## config.mk

```make
export PLATFORM = sky130hd
export DESIGN_NAME = cuse_store_exec
export DESIGN_NICKNAME = d
export VERILOG_FILES = /design/src/rtl/cuse_store_exec.v
export VERILOG_INCLUDE_DIRS = /design/src /design/src/rtl
export SDC_FILE = /design/constraint.sdc
export NUM_CORES = 1
export LEC_CHECK = 0
export BUFFER_PORTS_ARGS = -buffer_cell sky130_fd_sc_hd__buf_2
export CORE_AREA = 2 2 312 314
export DETAILED_ROUTE_END_ITERATION = 8
export DIE_AREA = 0 0 314 316
export PLACE_DENSITY = 0.35
export SLEW_MARGIN = 20
export SYNTH_ARGS = -nofsm -noshare
export SYNTH_HDL_FRONTEND = slang
export SYNTH_SLANG_ARGS = --single-unit
export TNS_END_PERCENT = 30
```

## constraint.sdc

```tcl
create_clock -name clk -period 10.9 [get_ports clk]
set_input_delay 1.635 -clock clk [delete_from_list [all_inputs] [get_ports clk]]
set_output_delay 1.635 -clock clk [all_outputs]
set_load 0.01 [all_outputs]
```

## src/rtl/cuse_defs.vh

```
`ifndef CUSE_DEFS_VH
`define CUSE_DEFS_VH

// Store operation classes
`define CUSE_OP_UNPRIV_CAP 3'h0
`define CUSE_OP_CAP_NORMAL 3'h1
`define CUSE_OP_CAP_ALT 3'h2
`define CUSE_OP_INT_ALT 3'h3
`define CUSE_OP_FP_ALT 3'h4

// Size codes: bytes = 1 << code
`define CUSE_SZ_8 3'h0
`define CUSE_SZ_16 3'h1
`define CUSE_SZ_32 3'h2
`define CUSE_SZ_64 3'h3
`define CUSE_SZ_128 3'h4

// Permission mask bits
`define CUSE_PERM_W 3
`define CUSE_PERM_STORE 3'h1
`define CUSE_PERM_STORE_CAP 3'h2
`define CUSE_PERM_STORE_LOCAL 3'h4

// Capability layout
`define CUSE_CAP_W 129
`define CUSE_CAP_TAG 128
`define CUSE_CAP_LOCAL 127
`define CUSE_CAP_BYTES 5'h10
`define CUSE_CAP_SCALE 4

// Exception levels
`define CUSE_EL0 2'h0
`define CUSE_EL1 2'h1
`define CUSE_EL2 2'h2

// APB register map
`define CUSE_REG_STATUS 12'h000
`define CUSE_REG_MASK 12'h004
`define CUSE_REG_COUNT 12'h008
`define CUSE_REG_CTRL 12'h00C
`define CUSE_EV_W 2
`define CUSE_EV_DONE 0
`define CUSE_EV_FAULT 1

`endif

```

## src/rtl/cuse_store_exec.v

```verilog
`timescale 1ns/1ns
`include "cuse_defs.vh"
module cuse_store_exec #(
    parameter ADDR_W = 64,
    parameter REG_IDX_W = 5
) (
    input wire clk,
    input wire rst,
    input wire issueValid,
    input wire [2:0] opClass,
    input wire [2:0] sizeCode,
    input wire [8:0] nineBitImmediate,
    input wire [REG_IDX_W-1:0] baseRegisterField,
    input wire [REG_IDX_W-1:0] capabilityTransferField,
    input wire capabilityAddressingModeBit,
    input wire userAccessOverrideBit,
    input wire hostHypervisorEnable,
    input wire trapGeneralExceptions,
    input wire [1:0] currentEl,
    input wire [ADDR_W-1:0] intBaseAddr,
    input wire [`CUSE_CAP_W-1:0] capBaseReg,
    input wire [`CUSE_CAP_W-1:0] capTransferReg,
    input wire [127:0] dataTransferReg,
    input wire checkDone,
    input wire checkOk,
    input wire memDone,
    input wire psel,
    input wire penable,
    input wire pwrite,
    input wire [11:0] paddr,
    input wire [31:0] pwdata,
    output reg pready,
    output reg [31:0] prdata,
    output reg pslverr,
    output reg issueReady,
    output reg [REG_IDX_W-1:0] baseSelIdx_r,
    output reg [REG_IDX_W-1:0] capSelIdx_r,
    output reg baseIsCap_r,
    output reg checkReq_r,
    output reg [ADDR_W-1:0] storeAddr_r,
    output reg [4:0] accessBytes_r,
    output reg [`CUSE_PERM_W-1:0] permRequired_r,
    output reg unprivAccess_r,
    output reg [1:0] capCheckEl_r,
    output reg [1:0] accessEl_r,
    output reg memWrite_r,
    output reg storeIsCap_r,
    output reg [`CUSE_CAP_W-1:0] storeData_r,
    output reg faultPulse_r,
    output reg irq_r
);
    localparam [3:0] ST_IDLE = 4'h1;
    localparam [3:0] ST_CHECK = 4'h2;
    localparam [3:0] ST_WRITE = 4'h4;
    localparam [3:0] ST_WAIT = 4'h8;

    reg [3:0] state_r;
    reg [1:0] status_r;
    reg [1:0] mask_r;
    reg [31:0] storeCount_r;
    reg enable_r;
    reg [3:0] state_nxt;

    // Tag and local bits decide the required permission mask
    function [`CUSE_PERM_W-1:0] permFor;
        input [`CUSE_CAP_W-1:0] cap;
        begin
            permFor = `CUSE_PERM_STORE;
            if (cap[`CUSE_CAP_TAG]) begin
                permFor = permFor | `CUSE_PERM_STORE_CAP;
                if (cap[`CUSE_CAP_LOCAL])
                    permFor = permFor | `CUSE_PERM_STORE_LOCAL;
            end
        end
    endfunction

    wire isCapOp = (opClass == `CUSE_OP_UNPRIV_CAP) || (opClass == `CUSE_OP_CAP_NORMAL) ||
        (opClass == `CUSE_OP_CAP_ALT);
    wire isUnpriv = (opClass == `CUSE_OP_UNPRIV_CAP);
    wire [ADDR_W-1:0] immExt = {{(ADDR_W-9){nineBitImmediate[8]}}, nineBitImmediate};
    wire [ADDR_W-1:0] immScaled = {immExt[ADDR_W-1-`CUSE_CAP_SCALE:0], 4'h0};
    wire [ADDR_W-1:0] offset = isUnpriv ? immScaled : immExt;
    // Base kind per form
    reg useCapBase;
    always @* begin
        case (opClass)
            `CUSE_OP_UNPRIV_CAP: useCapBase = capabilityAddressingModeBit;
            `CUSE_OP_CAP_NORMAL: useCapBase = capabilityAddressingModeBit;
            default: useCapBase = ~capabilityAddressingModeBit;
        endcase
    end
    wire [ADDR_W-1:0] baseVa = useCapBase ? capBaseReg[ADDR_W-1:0] : intBaseAddr;
    wire [ADDR_W-1:0] addr = baseVa + offset;
    wire unprivEl1 = (currentEl == `CUSE_EL1);
    wire unprivEl2 = (currentEl == `CUSE_EL2) && hostHypervisorEnable && trapGeneralExceptions;
    wire dropPriv = isUnpriv && !userAccessOverrideBit && (unprivEl1 || unprivEl2);
    reg [4:0] bytes;
    always @* begin
        if (isCapOp)
            bytes = `CUSE_CAP_BYTES;
        else if (opClass == `CUSE_OP_INT_ALT)
            bytes = (sizeCode == `CUSE_SZ_64) ? 5'h08 : 5'h04;
        else
            case (sizeCode)
                `CUSE_SZ_8: bytes = 5'h01;
                `CUSE_SZ_16: bytes = 5'h02;
                `CUSE_SZ_32: bytes = 5'h04;
                `CUSE_SZ_64: bytes = 5'h08;
                default: bytes = 5'h10;
            endcase
    end
    wire [`CUSE_CAP_W-1:0] intData = (opClass == `CUSE_OP_INT_ALT && sizeCode != `CUSE_SZ_64) ?
        {97'h0, dataTransferReg[31:0]} : {1'b0, dataTransferReg};
    wire accept = issueValid && issueReady;

    always @* begin
        case (state_r)
            ST_IDLE: state_nxt = accept ? ST_CHECK : ST_IDLE;
            ST_CHECK: state_nxt = checkDone ? (checkOk ? ST_WRITE : ST_IDLE) : ST_CHECK;
            ST_WRITE: state_nxt = ST_WAIT;
            ST_WAIT: state_nxt = memDone ? ST_IDLE : ST_WAIT;
            default: state_nxt = ST_IDLE;
        endcase
    end

    // Check outcome, only meaningful in the check state
    wire inCheck = (state_r == ST_CHECK);
    wire checkPass = inCheck && checkDone && checkOk;
    wire checkFail = inCheck && checkDone && !checkOk;
    wire writeDone = (state_r == ST_WAIT) && memDone;

    // Store sequencer
    always @(posedge clk or posedge rst) begin
        if (rst) begin
            state_r <= ST_IDLE;
        end else begin
            state_r <= state_nxt;
        end
    end

    // Ready again once idle and enabled
    always @(posedge clk or posedge rst) begin
        if (rst) begin
            issueReady <= 1'b0;
        end else begin
            issueReady <= enable_r && (state_nxt == ST_IDLE);
        end
    end

    // Register file indices taken at acceptance
    always @(posedge clk or posedge rst) begin
        if (rst) begin
            baseSelIdx_r <= {REG_IDX_W{1'b0}};
            capSelIdx_r <= {REG_IDX_W{1'b0}};
        end else if (accept) begin
            baseSelIdx_r <= baseRegisterField;
            capSelIdx_r <= capabilityTransferField;
        end
    end

    // Base kind and store address
    always @(posedge clk or posedge rst) begin
        if (rst) begin
            baseIsCap_r <= 1'b0;
            storeAddr_r <= {ADDR_W{1'b0}};
        end else if (accept) begin
            baseIsCap_r <= useCapBase;
            storeAddr_r <= addr;
        end
    end

    // One-cycle check request
    always @(posedge clk or posedge rst) begin
        if (rst) begin
            checkReq_r <= 1'b0;
        end else begin
            checkReq_r <= accept;
        end
    end

    // Access size and permission mask
    always @(posedge clk or posedge rst) begin
        if (rst) begin
            accessBytes_r <= 5'h00;
            permRequired_r <= {`CUSE_PERM_W{1'b0}};
        end else if (accept) begin
            accessBytes_r <= bytes;
            permRequired_r <= isCapOp ? permFor(capTransferReg) : `CUSE_PERM_STORE;
        end
    end

    // Access privilege and capability check level
    always @(posedge clk or posedge rst) begin
        if (rst) begin
            unprivAccess_r <= 1'b0;
            accessEl_r <= `CUSE_EL0;
            capCheckEl_r <= `CUSE_EL0;
        end else if (accept) begin
            unprivAccess_r <= dropPriv;
            accessEl_r <= dropPriv ? `CUSE_EL0 : currentEl;
            capCheckEl_r <= currentEl;
        end
    end

    // Data to be written
    always @(posedge clk or posedge rst) begin
        if (rst) begin
            storeIsCap_r <= 1'b0;
            storeData_r <= {`CUSE_CAP_W{1'b0}};
        end else if (accept) begin
            storeIsCap_r <= isCapOp;
            storeData_r <= isCapOp ? capTransferReg : intData;
        end
    end

    // Write strobe only after a passed check
    always @(posedge clk or posedge rst) begin
        if (rst) begin
            memWrite_r <= 1'b0;
        end else begin
            memWrite_r <= checkPass;
        end
    end

    // Fault report, memory untouched
    always @(posedge clk or posedge rst) begin
        if (rst) begin
            faultPulse_r <= 1'b0;
        end else begin
            faultPulse_r <= checkFail;
        end
    end

    // Register bus decode
    function regHit;
        input [11:0] a;
        input [11:0] off;
        begin
            regHit = (a == off);
        end
    endfunction

    wire setupPhase = psel && !penable;
    wire apbWr = psel && penable && pwrite && pready;
    wire apbRd = setupPhase && !pwrite;
    wire mapped = regHit(paddr, `CUSE_REG_STATUS) || regHit(paddr, `CUSE_REG_MASK) ||
        regHit(paddr, `CUSE_REG_COUNT) || regHit(paddr, `CUSE_REG_CTRL);
    wire wrStatus = apbWr && regHit(paddr, `CUSE_REG_STATUS);
    wire wrMask = apbWr && regHit(paddr, `CUSE_REG_MASK);
    wire wrCtrl = apbWr && regHit(paddr, `CUSE_REG_CTRL);

    // Sticky events, set wins over write-one-to-clear
    wire [`CUSE_EV_W-1:0] evSet;
    wire [`CUSE_EV_W-1:0] statusClr = wrStatus ? pwdata[`CUSE_EV_W-1:0] : {`CUSE_EV_W{1'b0}};
    wire [`CUSE_EV_W-1:0] statusNext;
    assign evSet[`CUSE_EV_DONE] = writeDone;
    assign evSet[`CUSE_EV_FAULT] = checkFail;
    genvar ev;
    generate
        for (ev = 0; ev < `CUSE_EV_W; ev = ev + 1) begin : g_sticky
            assign statusNext[ev] = evSet[ev] | (status_r[ev] & ~statusClr[ev]);
        end
    endgenerate

    // Read data selection
    reg [31:0] readMux;
    always @* begin
        readMux = 32'h00000000;
        case (paddr)
            `CUSE_REG_STATUS: readMux = {30'h0, status_r};
            `CUSE_REG_MASK: readMux = {30'h0, mask_r};
            `CUSE_REG_COUNT: readMux = storeCount_r;
            `CUSE_REG_CTRL: readMux = {31'h0, enable_r};
            default: readMux = 32'h00000000;
        endcase
    end

    // Ready in the access cycle, no wait states
    always @(posedge clk or posedge rst) begin
        if (rst) begin
            pready <= 1'b0;
        end else begin
            pready <= setupPhase;
        end
    end

    // Error for unmapped offsets
    always @(posedge clk or posedge rst) begin
        if (rst) begin
            pslverr <= 1'b0;
        end else begin
            pslverr <= setupPhase && !mapped;
        end
    end

    // Read data captured in the setup cycle
    always @(posedge clk or posedge rst) begin
        if (rst) begin
            prdata <= 32'h00000000;
        end else if (apbRd) begin
            prdata <= readMux;
        end
    end

    // Event status
    always @(posedge clk or posedge rst) begin
        if (rst) begin
            status_r <= {`CUSE_EV_W{1'b0}};
        end else begin
            status_r <= statusNext;
        end
    end

    // Interrupt mask
    always @(posedge clk or posedge rst) begin
        if (rst) begin
            mask_r <= {`CUSE_EV_W{1'b0}};
        end else if (wrMask) begin
            mask_r <= pwdata[`CUSE_EV_W-1:0];
        end
    end

    // Issue enable
    always @(posedge clk or posedge rst) begin
        if (rst) begin
            enable_r <= 1'b1;
        end else if (wrCtrl) begin
            enable_r <= pwdata[0];
        end
    end

    // Completed store counter
    always @(posedge clk or posedge rst) begin
        if (rst) begin
            storeCount_r <= 32'h00000000;
        end else if (evSet[`CUSE_EV_DONE]) begin
            storeCount_r <= storeCount_r + 32'h00000001;
        end
    end

    // Level interrupt from unmasked status
    always @(posedge clk or posedge rst) begin
        if (rst) begin
            irq_r <= 1'b0;
        end else begin
            irq_r <= |(statusNext & mask_r);
        end
    end

    // Spare padding of the sequencer state space is handled by the default branch
endmodule // cuse_store_exec

```

==> results of run 1 <==
sequential cells by signal, indices dropped and copies added, names as in the netlist, 4 cells and up:
name / flops
storeData_r: 128
accessBytes_r: 5
baseSelIdx_r: 5
capSelIdx_r: 5
storeCount_r: 32
state_r: 4
storeAddr_r: 64
prdata: 32
final cells by class:
type	instances	area [µm²]	area share
Clock buffer	59	1180	0.0522
Sequential cell	297	7430	0.328
Antenna cell	6	15.0	0.000661
Clock inverter	15	243	0.0107
Timing Repair Buffer	710	3600	0.159
Tap cell	1276	1600	0.0703
Multi-Input combinational cell	1156	8170	0.360
Inverter	118	450	0.0198
power breakdown:
| group | switching, mW | internal (mW) | total, mW |
|---|---|---|---|
| sequential | 0.00157 | 1.11 | 1.11 |
| clock | 0.548 | 0.879 | 1.43 |
| combinational | 0.343 | 0.246 | 0.589 |
| total | 0.892 | 2.23 | 3.12 |
layout by cell type, fill, tap and decap left out, types with 16 or more instances in the layout:
| cell type | n |
|---|---|
| a21o_1 | 33 |
| buf_2 | 695 |
| mux2_2 | 73 |
| nor3_1 | 16 |
| inv_1 | 116 |
| xnor2_1 | 55 |
| o21ai_0 | 131 |
| o21bai_1 | 18 |
| a22o_1 | 32 |
| mux2i_1 | 34 |
| a21oi_1 | 79 |
| clkbuf_16 | 42 |
| a222oi_1 | 95 |
| dfrtp_1 | 295 |
| nor2_1 | 58 |
| nand2_1 | 230 |
| and3_1 | 16 |
| nand4_1 | 34 |
| ha_1 | 70 |
| xor2_1 | 38 |
through the flow:
stage	total power [mW]	area, µm²	hold WS [ns]
2_1_floorplan	1.50	16400	0.446
3_3_place_gp	1.72	21200	0.450
3_5_place_dp	1.72	21300	0.448
4_1_cts	3.20	22700	0.465
5_1_grt	3.30	22700	0.477
6_report	3.12	22700	0.463
worst max-delay path, stage by stage:
cell and delay (ns):
buf_2 0.15, nor2_1 0.18, xnor2_2 0.16, buf_4 0.55, mux2_2 0.41, ha_1 0.22, fa_1 0.40, a21o_2 0.25
a311o_2 0.44, nand4_1 0.12, o311ai_1 0.24, o21ai_0 0.57, a31o_2 0.29, nand3_1 0.29, a31oi_1 0.30, xor2_1 0.16
o21ai_0 0.09
worst max path at each step:
stage                                  end  depth (start not counted)  slack [ns]        from
after floorplan           accessBytes_r[0]                          1        1.06         rst
after global placement     storeAddr_r[62]                         17        4.18  opClass[2]
after detailed placement   storeAddr_r[54]                         17        4.19  opClass[2]
after CTS                  storeAddr_r[59]                         16        4.79  opClass[2]
after global routing       storeAddr_r[54]                         17        4.47  opClass[2]
final                      storeAddr_r[62]                         17        4.81  opClass[2]
logic make-up after synthesis:
| logic type | after synthesis | share of synthesized area |
|---|---|---|
| flops | 297 | 0.454 |
| mux | 108 | 0.0723 |
| simple gates | 415 | 0.114 |
| fa+ha+maj | 71 | 0.0547 |
| compound gates | 468 | 0.204 |
| buf+inv | 220 | 0.0512 |
| xor+xnor | 94 | 0.0502 |
routing by layer:
layer | vias to the layer above | routed length, µm
met2 | 534 | 33400
met4 | 8 | 1740
met3 | 90 | 4490
met1 | 7333 | 28700
li1 | 7396 | -
met5 | - | 35
==> run metrics, run 1 <==
synth unique cells 74; die height 316 µm; number of H-tree levels 2; Top Ports 791; Post-synth EDFFs 0; period utilisation layout 0.559; GR Util met3 0.0288; max cap viols 0; first-pass GRT wire length 99000 µm; synthesized area 16400 µm²; drt pass-1 iters 9; post-DP HPWL 54000 µm; number of global-route vias before repair 15441; slew margin rel. 0.255; fillers 10484; worst-case clock buffer depth 3; layout cells sized above 1 0.374; most frequent cells after synthesis dfrtp_1 (295), nand2_1 (231), o21ai_0 (131), inv_1 (117), a222oi_1 (95); critical-path maximum fanout 53; critical path type in -> reg; Synth Flop Type dfrtp_1; Hold Path Sink permRequired_r[0]; number of placement rows 114; crit start category input pin; clock latency on the worst-skew pair 0.57 ns; Initial Utilization 0.171; maximum VDD drop 0.0857 mV; setup bufs post-CTS 0; sequential share of the synthesized area 0.454; most frequent cell after synthesis dfrtp_1; M1 GR Usage 0.164; top cells by area, synth dfrtp_1 (45%), a222oi_1 (5.8%), ha_1 (5.3%); post-detailed-route count of antenna-violating nets 0; utilization after layout 0.236; Layout area overhead 38.5%; Synthesis Warnings 0; drt initial violations 1213; Inst Count DP 3557; total clock buffers created by CTS 41; Final Non-Filler Cells 3637; Lkg Pwr 12.3 nW; worst-case reg-to-reg path depth 7; Post-CTS Resized 0; RSZ-0062 raised after global routing false; CP Capture Type register; Avg WL per Cell 18.8 µm; Setup TNS Final 0 ns; Worst-path clk slew 0.06 ns; final worst slack 4.81 ns; met2 Resource Use GR 0.224; Root Driver clkbuf_16; mean post-synth cell area 9.79 µm²; routability congestion estimate from global placement 0.823; full die area 99200 µm²; TritonCTS clock tree yes; R2R setup slack 7.90 ns; Crit Reg-Reg Endpoint storeCount_r[24]; leading area contributor after synthesis dfrtp_1; Die W 314 µm; fin. max-slew vios 0; GRT Total Usage 0.131; Via-to-Cell Ratio 4.22; Pwr Density 138 nW/µm²; drt drc 0; depth of the worst hold-timing path 1; initial antenna violation count 12; pin count of the biggest net entering global routing 118; core footprint 96000 µm²; Syn Nets 2278; Hold Startpoint permRequired_r[0]; Worst EP arrival 6.50 ns; input/output buffers 695; Synth Instances 1673; clock skew 0.0265 ns; post-synth top area share 0.451; hold_buf cts 0; wirelength, routed 68400 µm; via count 15361; Sink Count 297; Post-synth ARST share 1.00; GRT overflow 0; grt peak-use layer met2; Setup Slack @ Placement 4.19 ns; HP Class reg -> reg; Slew @ Worst Pin 1.12 ns; maximum clock rate 0.164 GHz; fin nets 2929; R2R Path Start state_r[2]; Final setup violation count 0; Seq cells post-synth 297; Tmin final 6.09 ns; critical path required time 11.31 ns; status complete, no violations; Final Hold Vio Count 0
No activity file was read; power rests on OpenSTA's default activity.
==> run 2: changes to the inputs <==
Clock period 10.9 ns to 5.84 ns, I/O delays scaled along.
==> run metrics, run 2 (same netlist as run 1, synthesis figures left out) <==
pin count of the biggest net entering global routing 140 (+19%); Worst-path clk slew 0.06 ns (about the same); crit-path cells buf_2, nor2_1, xnor2_2, buf_12, mux2_2, ha_1, fa_1, a21o_2, a311o_2, a21oi_2, a22oi_4, a31oi_4, o41ai_4, a31oi_2, o21ai_0, xnor2_1, o21ai_0; Setup Slack @ Placement 0.444 ns (-3.74 ns); period utilisation layout 0.826; Die W 314 µm (unchanged); cell mode on critical path o21ai_0; max cap viols 0 (unchanged); Via-to-Cell Ratio 4.26 (+0.77%); fin. max-slew vios 0 (unchanged); post-DP HPWL 54500 µm (+0.85%); most common cell after layout, fill and taps aside buf_2; hold_buf cts 0 (unchanged); Root Driver clkbuf_16; Largest register FFs 128 (unchanged); GRT overflow 0 (unchanged); area of the multi-input gates 8170 µm² (about the same); number of placement rows 114 (unchanged); via count 15492 (+0.85%); Crit Reg-Reg Endpoint storeCount_r[31]; Initial Utilization 0.171 (unchanged); crit-path max cell delay 0.43 ns (-0.14 ns); total clock buffers created by CTS 41 (unchanged); worst-case reg-to-reg path depth 6 (-1); Post-CTS Resized 0 (unchanged); R2R Path Start state_r[2]; Avg WL per Cell 19.0 µm (+0.85%); Final Hold Vio Count 0 (unchanged); RSZ-0062 raised after global routing false; Slew @ Worst Pin 0.875 ns (-0.243 ns); Setup TNS Final 0 ns (unchanged); drt pass-1 iters 9 (unchanged); Seq. cell area 7430 µm² (unchanged); core footprint 96000 µm² (unchanged); number of global-route vias before repair 15638 (+1.3%); Layout area overhead 38.9%; Final setup violation count 0 (unchanged); setup bufs post-CTS 0 (unchanged); Worst EP arrival 5.24 ns (-1.26 ns); worst-case clock buffer depth 3 (unchanged); number of H-tree levels 2 (unchanged); maximum VDD drop 0.160 mV (+86%); die height 316 µm (unchanged); slew margin rel. 0.417 (+0.162); most flop-heavy register storeData_r; critical-path maximum fanout 46 (-13%); critical path required time 6.25 ns (-5.06 ns); drt drc 1 (+1); slowest CP cell a311o_2; wirelength, routed 69000 µm (+0.94%); drt initial violations 1137 (-6.3%); CP Capture Type register; R2R setup slack 2.77 ns (-5.13 ns); status complete, but fails checks; Tmin final 4.83 ns; maximum clock rate 0.207 GHz; HP Class in -> async; layout cells sized above 1 0.377 (+0.00254); routability congestion estimate from global placement 0.860 (+4.5%); failing checks design-rule violations; biggest regs storeData_r x128, storeAddr_r x64; critical path type in -> reg; post-detailed-route count of antenna-violating nets 0 (unchanged); initial antenna violation count 1 (-11); fin nets 2937 (+0.27%); Lkg Pwr 12.3 nW (+0.38%); Sink Count 297 (unchanged); GRT Total Usage 0.132 (+0.00157); final worst slack 1.01 ns (-3.80 ns); TritonCTS clock tree yes; full die area 99200 µm² (unchanged); crit start category input pin; Pwr Density 254 nW/µm² (+85%); clock skew 0.0156 ns (-0.0109 ns); input/output buffers 695 (unchanged); clock latency on the worst-skew pair 0.56 ns (about the same); Top Ports 791 (unchanged); fillers 10498 (+0.13%); most frequent cells in the layout buf_2 (695), dfrtp_1 (295), nand2_1 (230), o21ai_0 (131), inv_1 (116); first-pass GRT wire length 100000 µm (+1.3%)
run 2: changes by cell type in the layout (fill, tap and decap cells not counted), sizes merged:
cell | before | now
clkbuf | 59 | 62
buf | 710 | 718
inv | 120 | 119
diode | 6 | 1
bufinv | 5 | 3
run 2: worst max-delay path by stage:
stage                        to  slack [ns]  cells past startpoint        from
2_1_floorplan  accessBytes_r[0]        1.02                      1         rst
3_5_place_dp    storeAddr_r[56]        0.44                     17  opClass[1]
6_report        storeAddr_r[56]        1.01                     17  opClass[1]
3_3_place_gp    storeAddr_r[59]        0.44                     17  opClass[2]
4_1_cts         storeAddr_r[59]        1.04                     17  opClass[1]
5_1_grt         storeAddr_r[59]        0.70                     17  opClass[2]
run 2: layout make-up:
| type | instances | share of cell area |
|---|---|---|
| diodes | 1 | 0.000110 |
| multi-input cells | 1156 | 0.359 |
| repair buffers | 718 | 0.163 |
| clock buffers | 62 | 0.0543 |
| inverters | 118 | 0.0196 |
| clock inverters | 12 | 0.00698 |
| well taps | 1276 | 0.0702 |
| flip-flops and latches | 297 | 0.327 |
run 2: metrics by stage:
stage | hold slack (ns) | std cells | util | instance area (µm²) | total power, mW
after floorplan | 0.446 | 1673 | - | 16400 | 2.79
after global routing | 0.391 | 3639 | 0.237 | 22800 | 6.11
after detailed placement | 0.455 | 3565 | 0.223 | 21400 | 3.22
after global placement | 0.450 | 3565 | 0.222 | 21400 | 3.22
after CTS | 0.354 | 3639 | 0.237 | 22800 | 5.93
final | 0.386 | 3640 | 0.237 | 22800 | 5.79
run 2: per-layer routing:
| layer | global-route usage | up-vias | part of all wire |
|---|---|---|---|
| met3 | 0.0234 | 92 | 0.056 |
| met5 | 0 | - | 0 |
| li1 | - | 7393 | - |
| met2 | 0.226 | 523 | 0.49 |
| met1 | 0.169 | 7484 | 0.43 |
| met4 | 0.0420 | 0 | 0.028 |
run 2: report_power, final:
| part | switching [mW] | internal [mW] |
|---|---|---|
| Sequential | 0.00289 | 2.06 |
| Clock | 1.01 | 1.59 |
| Combinational | 0.645 | 0.467 |
run 2: critical path, delay by kind of cell:
family,cells,cell delay (ns)
xor+xnor,2,0.35
compound gates,9,2.27
simple gates,1,0.26
mux,1,0.38
buf+inv,2,0.40
fa+ha+maj,2,0.62
